$ cat src/cbs_lane.sv
/*
 * Package of shared constants for the chip select bus sizing block,
 * plus the lane planner that decides which data lanes one beat uses.
 * Assumes a single clock domain; the planner is purely combinational.
 */
package cbs_pkg;
	// ==========================================================
	// area control byte layout
	localparam int        CTRL_W         = 8;
	localparam int        ENABLE_BIT     = 7;
	localparam int        WIDTH_BIT      = 3;
	localparam int        WAIT_LSB       = 0;
	localparam int        WAIT_W         = 3;
	localparam int        AREAS          = 4;
	localparam int        DEFAULT_AREA   = 4;
	localparam int        ENABLED_AREA   = 2;
	localparam logic [7:0] CTRL_RESET_OFF = 8'h00;
	localparam logic [7:0] CTRL_RESET_ON  = 8'h80;
	// ==========================================================
	// wait select codes
	localparam logic [2:0] WAIT_TWO      = 3'h0;
	localparam logic [2:0] WAIT_ONE      = 3'h1;
	localparam logic [2:0] WAIT_ONE_EXT  = 3'h2;
	localparam logic [2:0] WAIT_NONE     = 3'h3;
	localparam logic [2:0] WAIT_ZERO_EXT = 3'h4;
	localparam logic [2:0] WAIT_THREE    = 3'h5;
	localparam logic [2:0] WAIT_FOUR     = 3'h6;
	localparam logic [2:0] WAIT_EIGHT    = 3'h7;
	localparam logic [3:0] CNT_0         = 4'h0;
	localparam logic [3:0] CNT_1         = 4'h1;
	localparam logic [3:0] CNT_2         = 4'h2;
	localparam logic [3:0] CNT_3         = 4'h3;
	localparam logic [3:0] CNT_4         = 4'h4;
	localparam logic [3:0] CNT_8         = 4'h8;
	localparam logic [2:0] BYTES_1       = 3'h1;
	localparam logic [2:0] BYTES_2       = 3'h2;

	typedef enum logic [1:0] {ST_IDLE, ST_SETUP, ST_ACCESS} cbs_state_type;

	// fixed wait count for a wait code
	function automatic logic [3:0] cbs_wait_count(input logic [2:0] code);
		case (code)
			WAIT_TWO:      cbs_wait_count = CNT_2;
			WAIT_ONE:      cbs_wait_count = CNT_1;
			WAIT_ONE_EXT:  cbs_wait_count = CNT_1;
			WAIT_THREE:    cbs_wait_count = CNT_3;
			WAIT_FOUR:     cbs_wait_count = CNT_4;
			WAIT_EIGHT:    cbs_wait_count = CNT_8;
			default:       cbs_wait_count = CNT_0;
		endcase
	endfunction
endpackage

`timescale 1ns/1ps
`default_nettype none

module cbs_lane
	import cbs_pkg::*;
(
	// beat description
	input  wire logic       bus8,
	input  wire logic       addr0,
	input  wire logic [2:0] remain,
	// lane plan
	output logic [1:0]      lane_use,
	output logic [2:0]      beat_bytes
);
	// ==========================================================
	// lane choice
	always_comb begin
		if (bus8) begin
			lane_use   = 2'h1;
			beat_bytes = BYTES_1;
		end else if (!addr0 && remain >= BYTES_2) begin
			lane_use   = 2'h3;
			beat_bytes = BYTES_2;
		end else begin
			lane_use   = addr0 ? 2'h2 : 2'h1;
			beat_bytes = BYTES_1;
		end
	end
endmodule // cbs_lane

`default_nettype wire

$ cat src/cbs_top.sv
/*
 * Chip select and dynamic bus sizing controller: four programmable
 * areas plus a default area, byte-lane steering and wait states.
 * Assumes address decode hits and internal-resource hits come from
 * logic on CLK; WAIT_N is an asynchronous pin.
 */
// Contract
// - area settings act only while control bit 7 is one
// - reset enables area 2 only, areas 0, 1, 3 disabled
// - bit 3 of every control byte, default too, selects width
// - width bit zero means 16-bit bus, one means 8-bit bus
// - bus width per access comes from the hit area's setting
// - read data on lanes carrying no operand byte is dropped
// - write leaves unused lanes undriven
// - write strobe of an unused lane stays inactive all cycle
// - bits 2..0 choose fixed waits or wait-pin extension
// - reset sets every wait field to two fixed waits
// - addresses outside the areas use the default control byte
// - internal resource hits give no external select
`timescale 1ns/1ps
`default_nettype none

module cbs_top
	import cbs_pkg::*;
#(
	parameter int ADDR_W = 24
) (
	// clock and reset
	input  wire logic              CLK,
	input  wire logic              RESETN,
	// control bytes
	input  wire logic [4:0]        CTRL_WE,
	input  wire logic [7:0]        CTRL_WDATA,
	output logic [39:0]            AREA_CONTROL_Q,
	// cpu request
	input  wire logic              REQ,
	input  wire logic              WRITE,
	input  wire logic [2:0]        SIZE,
	input  wire logic [ADDR_W-1:0] ADDR,
	input  wire logic [31:0]       WDATA,
	input  wire logic [3:0]        AREA_HIT,
	input  wire logic              INTERNAL_HIT,
	output logic                   ACK,
	output logic [31:0]            RDATA,
	// external bus
	output logic [ADDR_W-1:0]      EXT_ADDR,
	output logic [3:0]             AREA_SELECT_N,
	output logic                   RD_N,
	output logic                   WR_N,
	output logic                   HIGH_LANE_WRITE_STROBE_N,
	output logic [15:0]            DATA_OUT,
	output logic [1:0]             DATA_OE,
	input  wire logic [15:0]       DATA_IN,
	input  wire logic              WAIT_N
);
	cbs_state_type     state;
	logic [7:0]        area_ctrl [0:4];
	logic [7:0]        ctl;
	logic [3:0]        sel;
	logic [2:0]        remain;
	logic [1:0]        idx;
	logic              is_write;
	logic [3:0]        wcnt;
	logic              w1, w2, w3, wait_lvl;
	logic [3:0]        en_vec;
	logic [3:0]        hit;
	logic [3:0]        next_sel;
	logic [7:0]        next_ctl;
	logic [1:0]        lane_use;
	logic [2:0]        beat_bytes;
	logic [2:0]        wcode;
	logic              extend;
	logic              beat_end;

	// ==========================================================
	// control bytes
	genvar a;
	generate
		for (a = 0; a <= DEFAULT_AREA; a++) begin : g_ctrl
			always_ff @(posedge CLK or negedge RESETN) begin
				if (!RESETN)
					area_ctrl[a] <= (a == ENABLED_AREA) ?
						CTRL_RESET_ON : CTRL_RESET_OFF;
				else if (CTRL_WE[a])
					area_ctrl[a] <= CTRL_WDATA;
			end
			assign AREA_CONTROL_Q[a*CTRL_W +: CTRL_W] = area_ctrl[a];
		end
		for (a = 0; a < AREAS; a++) begin : g_en
			assign en_vec[a] = area_ctrl[a][ENABLE_BIT];
		end
	endgenerate

	// ==========================================================
	// area decode, lowest enabled area wins
	always_comb begin
		hit      = AREA_HIT & en_vec;
		next_sel = 4'h0;
		next_ctl = area_ctrl[DEFAULT_AREA];
		for (int i = AREAS - 1; i >= 0; i--) begin
			if (hit[i]) begin
				next_sel    = 4'h0;
				next_sel[i] = 1'b1;
				next_ctl    = area_ctrl[i];
			end
		end
	end

	// ==========================================================
	// wait pin synchroniser
	always_ff @(posedge CLK or negedge RESETN) begin
		if (!RESETN) begin
			w1       <= 1'b1;
			w2       <= 1'b1;
			w3       <= 1'b1;
			wait_lvl <= 1'b1;
		end else begin
			w1 <= WAIT_N;
			w2 <= w1;
			w3 <= w2;
			if (w2 == w3)
				wait_lvl <= w3;
		end
	end

	// ==========================================================
	// lane plan
	cbs_lane u_lane (
		.bus8       (ctl[WIDTH_BIT]),
		.addr0      (EXT_ADDR[0]),
		.remain     (remain),
		.lane_use   (lane_use),
		.beat_bytes (beat_bytes)
	);

	assign wcode    = ctl[WAIT_LSB +: WAIT_W];
	assign extend   = (wcode == WAIT_ONE_EXT) || (wcode == WAIT_ZERO_EXT);
	assign beat_end = (state == ST_ACCESS) &&
		(wcnt >= cbs_wait_count(wcode)) &&
		(!extend || wait_lvl);

	// ==========================================================
	// sequencer
	always_ff @(posedge CLK or negedge RESETN) begin
		if (!RESETN) begin
			state    <= ST_IDLE;
			ctl      <= CTRL_RESET_OFF;
			sel      <= 4'h0;
			remain   <= 3'h0;
			idx      <= 2'h0;
			is_write <= 1'b0;
			wcnt     <= CNT_0;
			EXT_ADDR <= '0;
			ACK      <= 1'b0;
		end else begin
			ACK <= 1'b0;
			case (state)
				ST_IDLE: begin
					if (REQ) begin
						if (INTERNAL_HIT) begin
							ACK <= 1'b1;
						end else begin
							state    <= ST_SETUP;
							ctl      <= next_ctl;
							sel      <= next_sel;
							remain   <= SIZE;
							idx      <= 2'h0;
							is_write <= WRITE;
							EXT_ADDR <= ADDR;
						end
					end
				end
				ST_SETUP: begin
					state <= ST_ACCESS;
					wcnt  <= CNT_0;
				end
				ST_ACCESS: begin
					// saturate so a long pin stretch cannot wrap the count
					if (wcnt != 4'hF)
						wcnt <= wcnt + CNT_1;
					if (beat_end) begin
						if (remain == beat_bytes) begin
							state <= ST_IDLE;
							ACK   <= 1'b1;
						end else begin
							state    <= ST_SETUP;
							remain   <= remain - beat_bytes;
							idx      <= idx + beat_bytes[1:0];
							EXT_ADDR <= EXT_ADDR + ADDR_W'(beat_bytes);
						end
					end
				end
				default: state <= ST_IDLE;
			endcase
		end
	end

	// ==========================================================
	// strobes and selects
	always_comb begin
		AREA_SELECT_N = ~(sel & {4{state != ST_IDLE}});
		RD_N          = !(state == ST_ACCESS && !is_write);
		WR_N          = !(state == ST_ACCESS && is_write && lane_use[0]);
		HIGH_LANE_WRITE_STROBE_N = !(state == ST_ACCESS && is_write &&
			lane_use[1]);
	end

	// ==========================================================
	// write lanes and read capture
	genvar l, k;
	generate
		for (l = 0; l < 2; l++) begin : g_wlane
			always_ff @(posedge CLK or negedge RESETN) begin
				if (!RESETN) begin
					DATA_OUT[l*8 +: 8] <= 8'h00;
					DATA_OE[l]         <= 1'b0;
				end else if (state == ST_SETUP) begin
					DATA_OE[l] <= is_write && lane_use[l];
					DATA_OUT[l*8 +: 8] <= (beat_bytes == BYTES_2) ?
						WDATA[8*(idx + 2'(l)) +: 8] : WDATA[8*idx +: 8];
				end else if (state == ST_IDLE) begin
					DATA_OE[l] <= 1'b0;
				end
			end
		end
		for (k = 0; k < 4; k++) begin : g_rbyte
			always_ff @(posedge CLK or negedge RESETN) begin
				if (!RESETN)
					RDATA[k*8 +: 8] <= 8'h00;
				else if (state == ST_IDLE && REQ)
					RDATA[k*8 +: 8] <= 8'h00;
				else if (beat_end && !is_write) begin
					if (2'(k) == idx)
						RDATA[k*8 +: 8] <= lane_use[0] ?
							DATA_IN[7:0] : DATA_IN[15:8];
					else if (beat_bytes == BYTES_2 && 2'(k) == idx + 2'h1)
						RDATA[k*8 +: 8] <= DATA_IN[15:8];
				end
			end
		end
	endgenerate

	// ==========================================================
	// checks
	logic first;
	always_ff @(posedge CLK or negedge RESETN) begin
		if (!RESETN)
			first <= 1'b1;
		else
			first <= 1'b0;
	end
endmodule // cbs_top

`default_nettype wire

$ cat config.mk
export PLATFORM = sky130hd
export DESIGN_NAME = cbs_top
export DESIGN_NICKNAME = d
export VERILOG_FILES = /design/src/cbs_lane.sv /design/src/cbs_top.sv
export SDC_FILE = /design/constraint.sdc
export NUM_CORES = 1
export LEC_CHECK = 0
export BUFFER_PORTS_ARGS = -buffer_cell sky130_fd_sc_hd__buf_2
export CAP_MARGIN = 30
export CORE_MARGIN = 4
export CORE_UTILIZATION = 50
export DETAILED_ROUTE_END_ITERATION = 7
export HOLD_SLACK_MARGIN = 0.02
export PLACE_DENSITY = 0.89
export SLEW_MARGIN = 10
export SYNTH_ARGS = -nofsm -noshare
export SYNTH_HDL_FRONTEND = slang
export SYNTH_HIERARCHICAL = 1
export SYNTH_SLANG_ARGS = --single-unit
$ cat constraint.sdc
create_clock -name CLK -period 3.63 [get_ports CLK]
set_input_delay 0 -clock CLK [delete_from_list [all_inputs] [get_ports CLK]]
set_output_delay 0 -clock CLK [all_outputs]
set_load 0.1 [all_outputs]
==> results.json, run 1 <==
{
  "synth_area_leader_cell": "dfrtp_1",
  "postSynthAreaPerCell_um2": 10.1,
  "hold_viol": 0,
  "yosysMostFrequentCell": "dfrtp_1",
  "area_growth_pct": 34.9,
  "cts-buffers-inserted": 17,
  "internal-power_uw": 4470,
  "gr-total-overflow": 0,
  "clock_latency_ns": 0.43,
  "pwr-share-comb": 0.583,
  "drtPass1Iterations": 6,
  "p_per_area_nw_per_um2": 1010,
  "ir_drop_uv": 512,
  "min_period_ns": 3.18,
  "drive_above_1_share": 0.329,
  "antenna_found_initial": 0,
  "p_clk_frac": 0.174,
  "core_um2": 14600,
  "synth_cell_types": 68,
  "setup_slack_ns": 0.453,
  "status": "completed",
  "cp.required_ns": 3.94,
  "htree_levels": 4,
  "ys_async_sr_fraction": 1.00,
  "endpoint_kind": "flip-flop",
  "nets": 1129,
  "port_buffers": 219,
  "hold_class": "input port to flip-flop",
  "fmax_mhz": 315,
  "fp-row-count": 44,
  "seq_area_um2": 3480,
  "yosysSeqAreaShare": 0.465,
  "fill_cells": 1035,
  "p_sw_frac": 0.563,
  "synth_edf_count": 0,
  "cp_max_fo": 10,
  "fin_setup_tns_ns": 0,
  "wire_per_inst_um": 20.5,
  "path_class": "flip-flop to flip-flop",
  "drtAntennaViolNets": 0,
  "cpPeakStageDelay_ns": 0.63,
  "tightest_slew_ns": 0.853,
  "ios": 220,
  "start_kind": "flip-flop",
  "ys_ff_latch": 139,
  "min_period_over_period": 0.875,
  "ys_top_cells_by_count": "dfrtp_1, nor2_1, nand2_1",
  "netSwitchingPower_uw": 5760,
  "gp_congestion": 0.892,
  "ys.warnings.count": 6,
  "dpl.hpwl_um": 16000,
  "dpl_worst_slack_ns": 0.563,
  "drtIter0Drc": 824,
  "grt_pass1_wl_um": 39100,
  "synth.top_cell.area_share": 0.448,
  "drc_errors": 0,
  "holdWs_ns": 0.0188,
  "synth_nets": 854,
  "synth_area_um2": 7490,
  "cts_sinks": 139,
  "worstPathArrival_ns": 3.49,
  "p_leak_uw": 0.00476,
  "wl_um": 24900,
  "grt_pass1_vias": 7323,
  "fp.dieH_um": 130,
  "vias": 7281,
  "cts_tree": "built",
  "drv_slew": 0,
  "slowest_stage": "a21oi_1",
  "initial_core_util": 0.513,
  "pwr-share-seq": 0.243,
  "syn_inst": 743,
  "dieArea_um2": 17000,
  "multi_input_area_um2": 3730,
  "die_x_um": 130,
  "grt_max_degree": 70,
  "cts_resized": 0,
  "clockBufferDepth": 2,
  "synth_top_flop_cell": "dfrtp_1",
  "slew_headroom": 0.427,
  "clk_pin_slew_worst_paths_ns": 0.06,
  "path_cells": "nor2_1, or3_1, ha_1, inv_1, fa_1, nand2b_1, a21oi_1, and2_1, a41oi_1, o22a_1",
  "cts_root_buffer": "clkbuf_16",
  "setup_viol_count_final": 0,
  "diodes": 0,
  "rsz0062_at_grt": "false",
  "placed_cells": 1110,
  "synth_top_cells_by_area": "dfrtp_1, mux2_2, mux2i_1",
  "maxCapViolCount": 0,
  "finalClockSkew_ns": 0.0149,
  "vias_per_cell": 5.99,
  "final_cells": 1215,
  "globalRouteTotalUtil": 0.295
}
## worst max-delay path: cells and delay by family, from the launching register on
family / cells / cell delay, ns
AOI/OAI and AO/OA: 3 / 1.00
and+or+nand+nor: 4 / 0.93
adders and majority gates: 2 / 0.64
buffers and inverters: 1 / 0.06
DFF: 1 / 0.43
## per-layer routing
layer,routed length (µm),track usage,up-vias,part of all wire
li1,-,-,3283,-
met1,9460,0.363,3473,0.38
met2,12000,0.484,444,0.48
met3,2400,0.0772,81,0.096
met4,1020,0.148,0,0.041
met5,0,0,-,0
## stage by stage
step / utilization / total power [µW] / cell area [µm²]
4_1_cts: 0.692 / 10100 / 10100
3_5_place_dp: 0.601 / 8300 / 8770
2_1_floorplan: - / 7120 / 7490
3_3_place_gp: 0.597 / 8110 / 8710
5_1_grt: 0.692 / 10700 / 10100
6_report: 0.692 / 10200 / 10100
## sequential cells by signal (all words and copies together), names as in the netlist, 2 cells and up
name / count
AREA_CONTROL_Q: 40
idx: 2
sel: 4
EXT_ADDR: 24
DATA_OUT: 16
remain: 3
ctl: 4
wcnt: 4
state: 2
RDATA: 32
DATA_OE: 2
## worst paths after layout
kind	from	endpoint	slack [ns]	depth (start not counted)
setup / recovery	remain[2]$_DFFE_PN0P_	EXT_ADDR[18]$_DFFE_PN0P_	0.45	10
hold / removal	WDATA[2]	DATA_OUT[2]$_DFFE_PN0P_	0.02	5
setup reg to reg	remain[2]$_DFFE_PN0P_	EXT_ADDR[18]$_DFFE_PN0P_	0.45	10
hold reg to reg	w1$_DFF_PN1_	w2$_DFF_PN1_	0.36	0
max in group asynchronous	RESETN	AREA_CONTROL_Q[23]$_DFFE_PN1P_	2.43	4
min in group asynchronous	RESETN	RDATA[16]$_DFFE_PN0P_	0.07	2
## repair_timing
item                      in CTS  in global routing
hold buffers                  73                  0
hold endpoints to repair     213                  0
buffers inserted               0                  0
## area by class of cell
| class | instances | share of cell area |
|---|---|---|
| clock inverter | 12 | 0.0138 |
| inverter | 13 | 0.00483 |
| tap | 184 | 0.0228 |
| multi-input combinational | 538 | 0.370 |
| sequential | 139 | 0.345 |
| timing repair buffer | 309 | 0.198 |
| clock buffer | 20 | 0.0452 |
## logic make-up (layout without fill, tap and decap cells)
kind of cell,count (synthesis),after routing,synth area share
and+or+nand+nor,219,219,0.143
AOI/OAI and AO/OA,201,201,0.182
DFF,139,139,0.465
muxes,98,98,0.139
buffers and inverters,66,354,0.0381
adders and majority gates,14,14,0.0251
xor gates and xnor gates,5,5,0.00585
other,1,1,0.000501
## layout by cell type, fill, tap and decap left out, types with 3 or more instances in the layout
cell type and n:
o22a_1 6, nor3b_1 3, nand4_1 3, nor2b_1 3, a41oi_1 4, o211ai_1 4, o21ai_0 48, xor2_1 4
and3_1 4, buf_2 218, clkinvlp_4 4, nand3b_1 3, inv_1 12, a222oi_1 4, o21a_1 4, nor3_1 21
a31oi_1 15, clkbuf_16 17, nand2_1 60, and2_1 3, ha_1 11, clkinv_4 3, a2bb2oi_1 12, dlygate4sd3_1 73
nor2_1 75, o22ai_1 8, buf_4 14, dfrtp_1 134, dfstp_2 5, mux2_2 50, mux2i_1 48, a211oi_1 33
a21oi_1 31, o31ai_1 7, a22oi_1 10, nand2b_1 5, nand3_1 21
## power groups by stage
stage	Sequential, µW	Combinational [µW]	Clock [µW]
global placement	2500	5620	0
global route	2550	6280	1870
detailed placement	2490	5810	0
finish	2490	5970	1780
CTS	2460	5910	1770
floorplan	4880	2240	0
Note: power is estimated with default switching activity, not from simulation.
==> run 2, diff against run 1 <==
- CELL_PAD_IN_SITES_DETAIL_PLACEMENT: unset -> 0
- CELL_PAD_IN_SITES_GLOBAL_PLACEMENT: unset -> 1
- CORE_ASPECT_RATIO: unset -> 0.8
- CORE_UTILIZATION: 50 -> 40
- PLACE_DENSITY: 0.89 -> 0.92
- SETUP_SLACK_MARGIN: unset -> 0.5
==> results.json, run 2 (synthesis gave the netlist of run 1 again) <==
{
  "status": "completed",
  "maxCapViolCount": 0,
  "cts_sinks": 139,
  "area_growth_pct": 35.6,
  "min_period_over_period": 0.785,
  "fin_setup_tns_ns": 0,
  "initial_core_util": 0.410,
  "p_per_area_nw_per_um2": 997,
  "hold_viol": 0,
  "vias": 6908,
  "path_cells": "nor2_1, or3_1, ha_1, inv_1, fa_1, nand2b_1, a21oi_2, nand3_1, a211oi_1, a2bb2oi_1",
  "ir_drop_uv": 530,
  "worstHoldEndpoint": "DATA_OUT[7]$_DFFE_PN0P_",
  "vias_per_cell": 5.39,
  "drive_above_1_share": 0.332,
  "drtIter0Drc": 427,
  "diodes": 0,
  "critPathBufInv": 1,
  "dpl_worst_slack_ns": 0.537,
  "cts_tree": "built",
  "dieArea_um2": 21000,
  "final_common_cell": "buf_2",
  "setup_slack_ns": 0.782,
  "hold_class": "input port to flip-flop",
  "final_cell_mix": "buf_2, dfrtp_1, nor2_1",
  "nets": 1127,
  "slew_headroom": 0.345,
  "clockBufferDepth": 2,
  "drtAntennaViolNets": 0,
  "drtPass1Iterations": 8,
  "globalRouteTotalUtil": 0.216,
  "fp-row-count": 44,
  "largest_reg_flops": 40,
  "gr-total-overflow": 0,
  "port_buffers": 219,
  "worstPathArrival_ns": 3.19,
  "path_depth": 10,
  "htree_levels": 4,
  "fp.dieH_um": 130,
  "setup_viol_count_final": 0,
  "fmax_mhz": 351,
  "grt_pass1_wl_um": 36500,
  "path_class": "flip-flop to flip-flop",
  "drv_slew": 0,
  "clk_pin_slew_worst_paths_ns": 0.07,
  "grt_pass1_vias": 6777,
  "p_leak_uw": 0.00475,
  "cpPeakStageDelay_ns": 0.43,
  "finalClockSkew_ns": 0.0162,
  "timing.rr.start": "remain[2]$_DFFE_PN0P_",
  "power_uw": 10100,
  "reg2reg_depth": 10,
  "cp.required_ns": 3.98,
  "cts_root_buffer": "clkbuf_16",
  "gp_congestion": 0.868,
  "r2r-end": "EXT_ADDR[22]$_DFFE_PN0P_",
  "cp_max_fo": 10,
  "hold_path.startpoint": "WDATA[7]",
  "die_x_um": 161,
  "whs_path_depth": 5,
  "start_kind": "flip-flop",
  "clock_latency_ns": 0.42,
  "drc_errors": 0,
  "wl_um": 22800,
  "endpoint_kind": "flip-flop",
  "ios": 220,
  "fill_cells": 1606,
  "wire_per_inst_um": 17.8,
  "slowest_stage": "dfrtp_1",
  "dpl.hpwl_um": 15700,
  "r2r_slack_ns": 0.78,
  "min_period_ns": 2.85,
  "tightest_slew_ns": 0.957,
  "rsz0062_at_grt": "false",
  "grt_max_degree": 67,
  "antenna_found_initial": 0,
  "holdWs_ns": 0.0353,
  "crit_family": "compound AO/OA/AOI/OAI gates",
  "cts-buffers-inserted": 17,
  "core_um2": 18300
}
[run 2: report_power, final]
part | switching, µW | internal [µW]
clock | 731 | 1030
sequential | 424 | 2010
combinational | 4540 | 1390
[run 2: layout make-up]
type | instances | area [µm²] | share of cell area
multi-input cells | 538 | 3740 | 0.369
clock inverters | 14 | 158 | 0.0155
well taps | 253 | 317 | 0.0312
repair buffers | 307 | 1970 | 0.194
clock buffers | 18 | 429 | 0.0423
inverters | 13 | 48.8 | 0.00481
flip-flops and latches | 139 | 3490 | 0.343
[run 2: what timing repair did]
| item | in CTS | in global routing |
|---|---|---|
| buffers inserted | 0 | 0 |
| setup endpoints to repair | 0 | 7 |
| gates resized for setup | 0 | 2 |
| hold endpoints to repair | 203 | 0 |
| hold buffers | 72 | 0 |
[run 2: tightest hold or removal path, stage by stage]
cell,delay (ns)
buf_2,0.08
mux2i_1,0.07
nor2_1,0.09
a21oi_1,0.04
o21ai_0,0.14
[run 2: how the worst max path moves through the flow]
stage                                     to  slack [ns]               startpoint
global route            RDATA[9]$_DFFE_PN0P_        0.53       ctl[1]$_DFFE_PN0P_
detailed placement  EXT_ADDR[22]$_DFFE_PN0P_        0.54    remain[2]$_DFFE_PN0P_
CTS                 EXT_ADDR[22]$_DFFE_PN0P_        0.55    remain[2]$_DFFE_PN0P_
global placement    EXT_ADDR[18]$_DFFE_PN0P_        0.64    remain[2]$_DFFE_PN0P_
floorplan           EXT_ADDR[14]$_DFFE_PN0P_        0.62  EXT_ADDR[0]$_DFFE_PN0P_
finish              EXT_ADDR[22]$_DFFE_PN0P_        0.78    remain[2]$_DFFE_PN0P_
[run 2: per-stage QoR]
step,std cells,cell area (µm²),util
2_1_floorplan,743,7490,-
3_3_place_gp,1176,8800,0.481
3_5_place_dp,1178,8840,0.484
4_1_cts,1282,10100,0.555
5_1_grt,1282,10200,0.555
6_report,1282,10200,0.555
[run 2: per-layer routing]
layer	share of wire	routed length, µm	track usage	vias up
li1	-	-	-	3285
met1	0.45	10300	0.295	3321
met2	0.46	10500	0.341	272
met3	0.075	1710	0.0593	30
met4	0.016	365	0.0642	0
met5	0	0	0	-
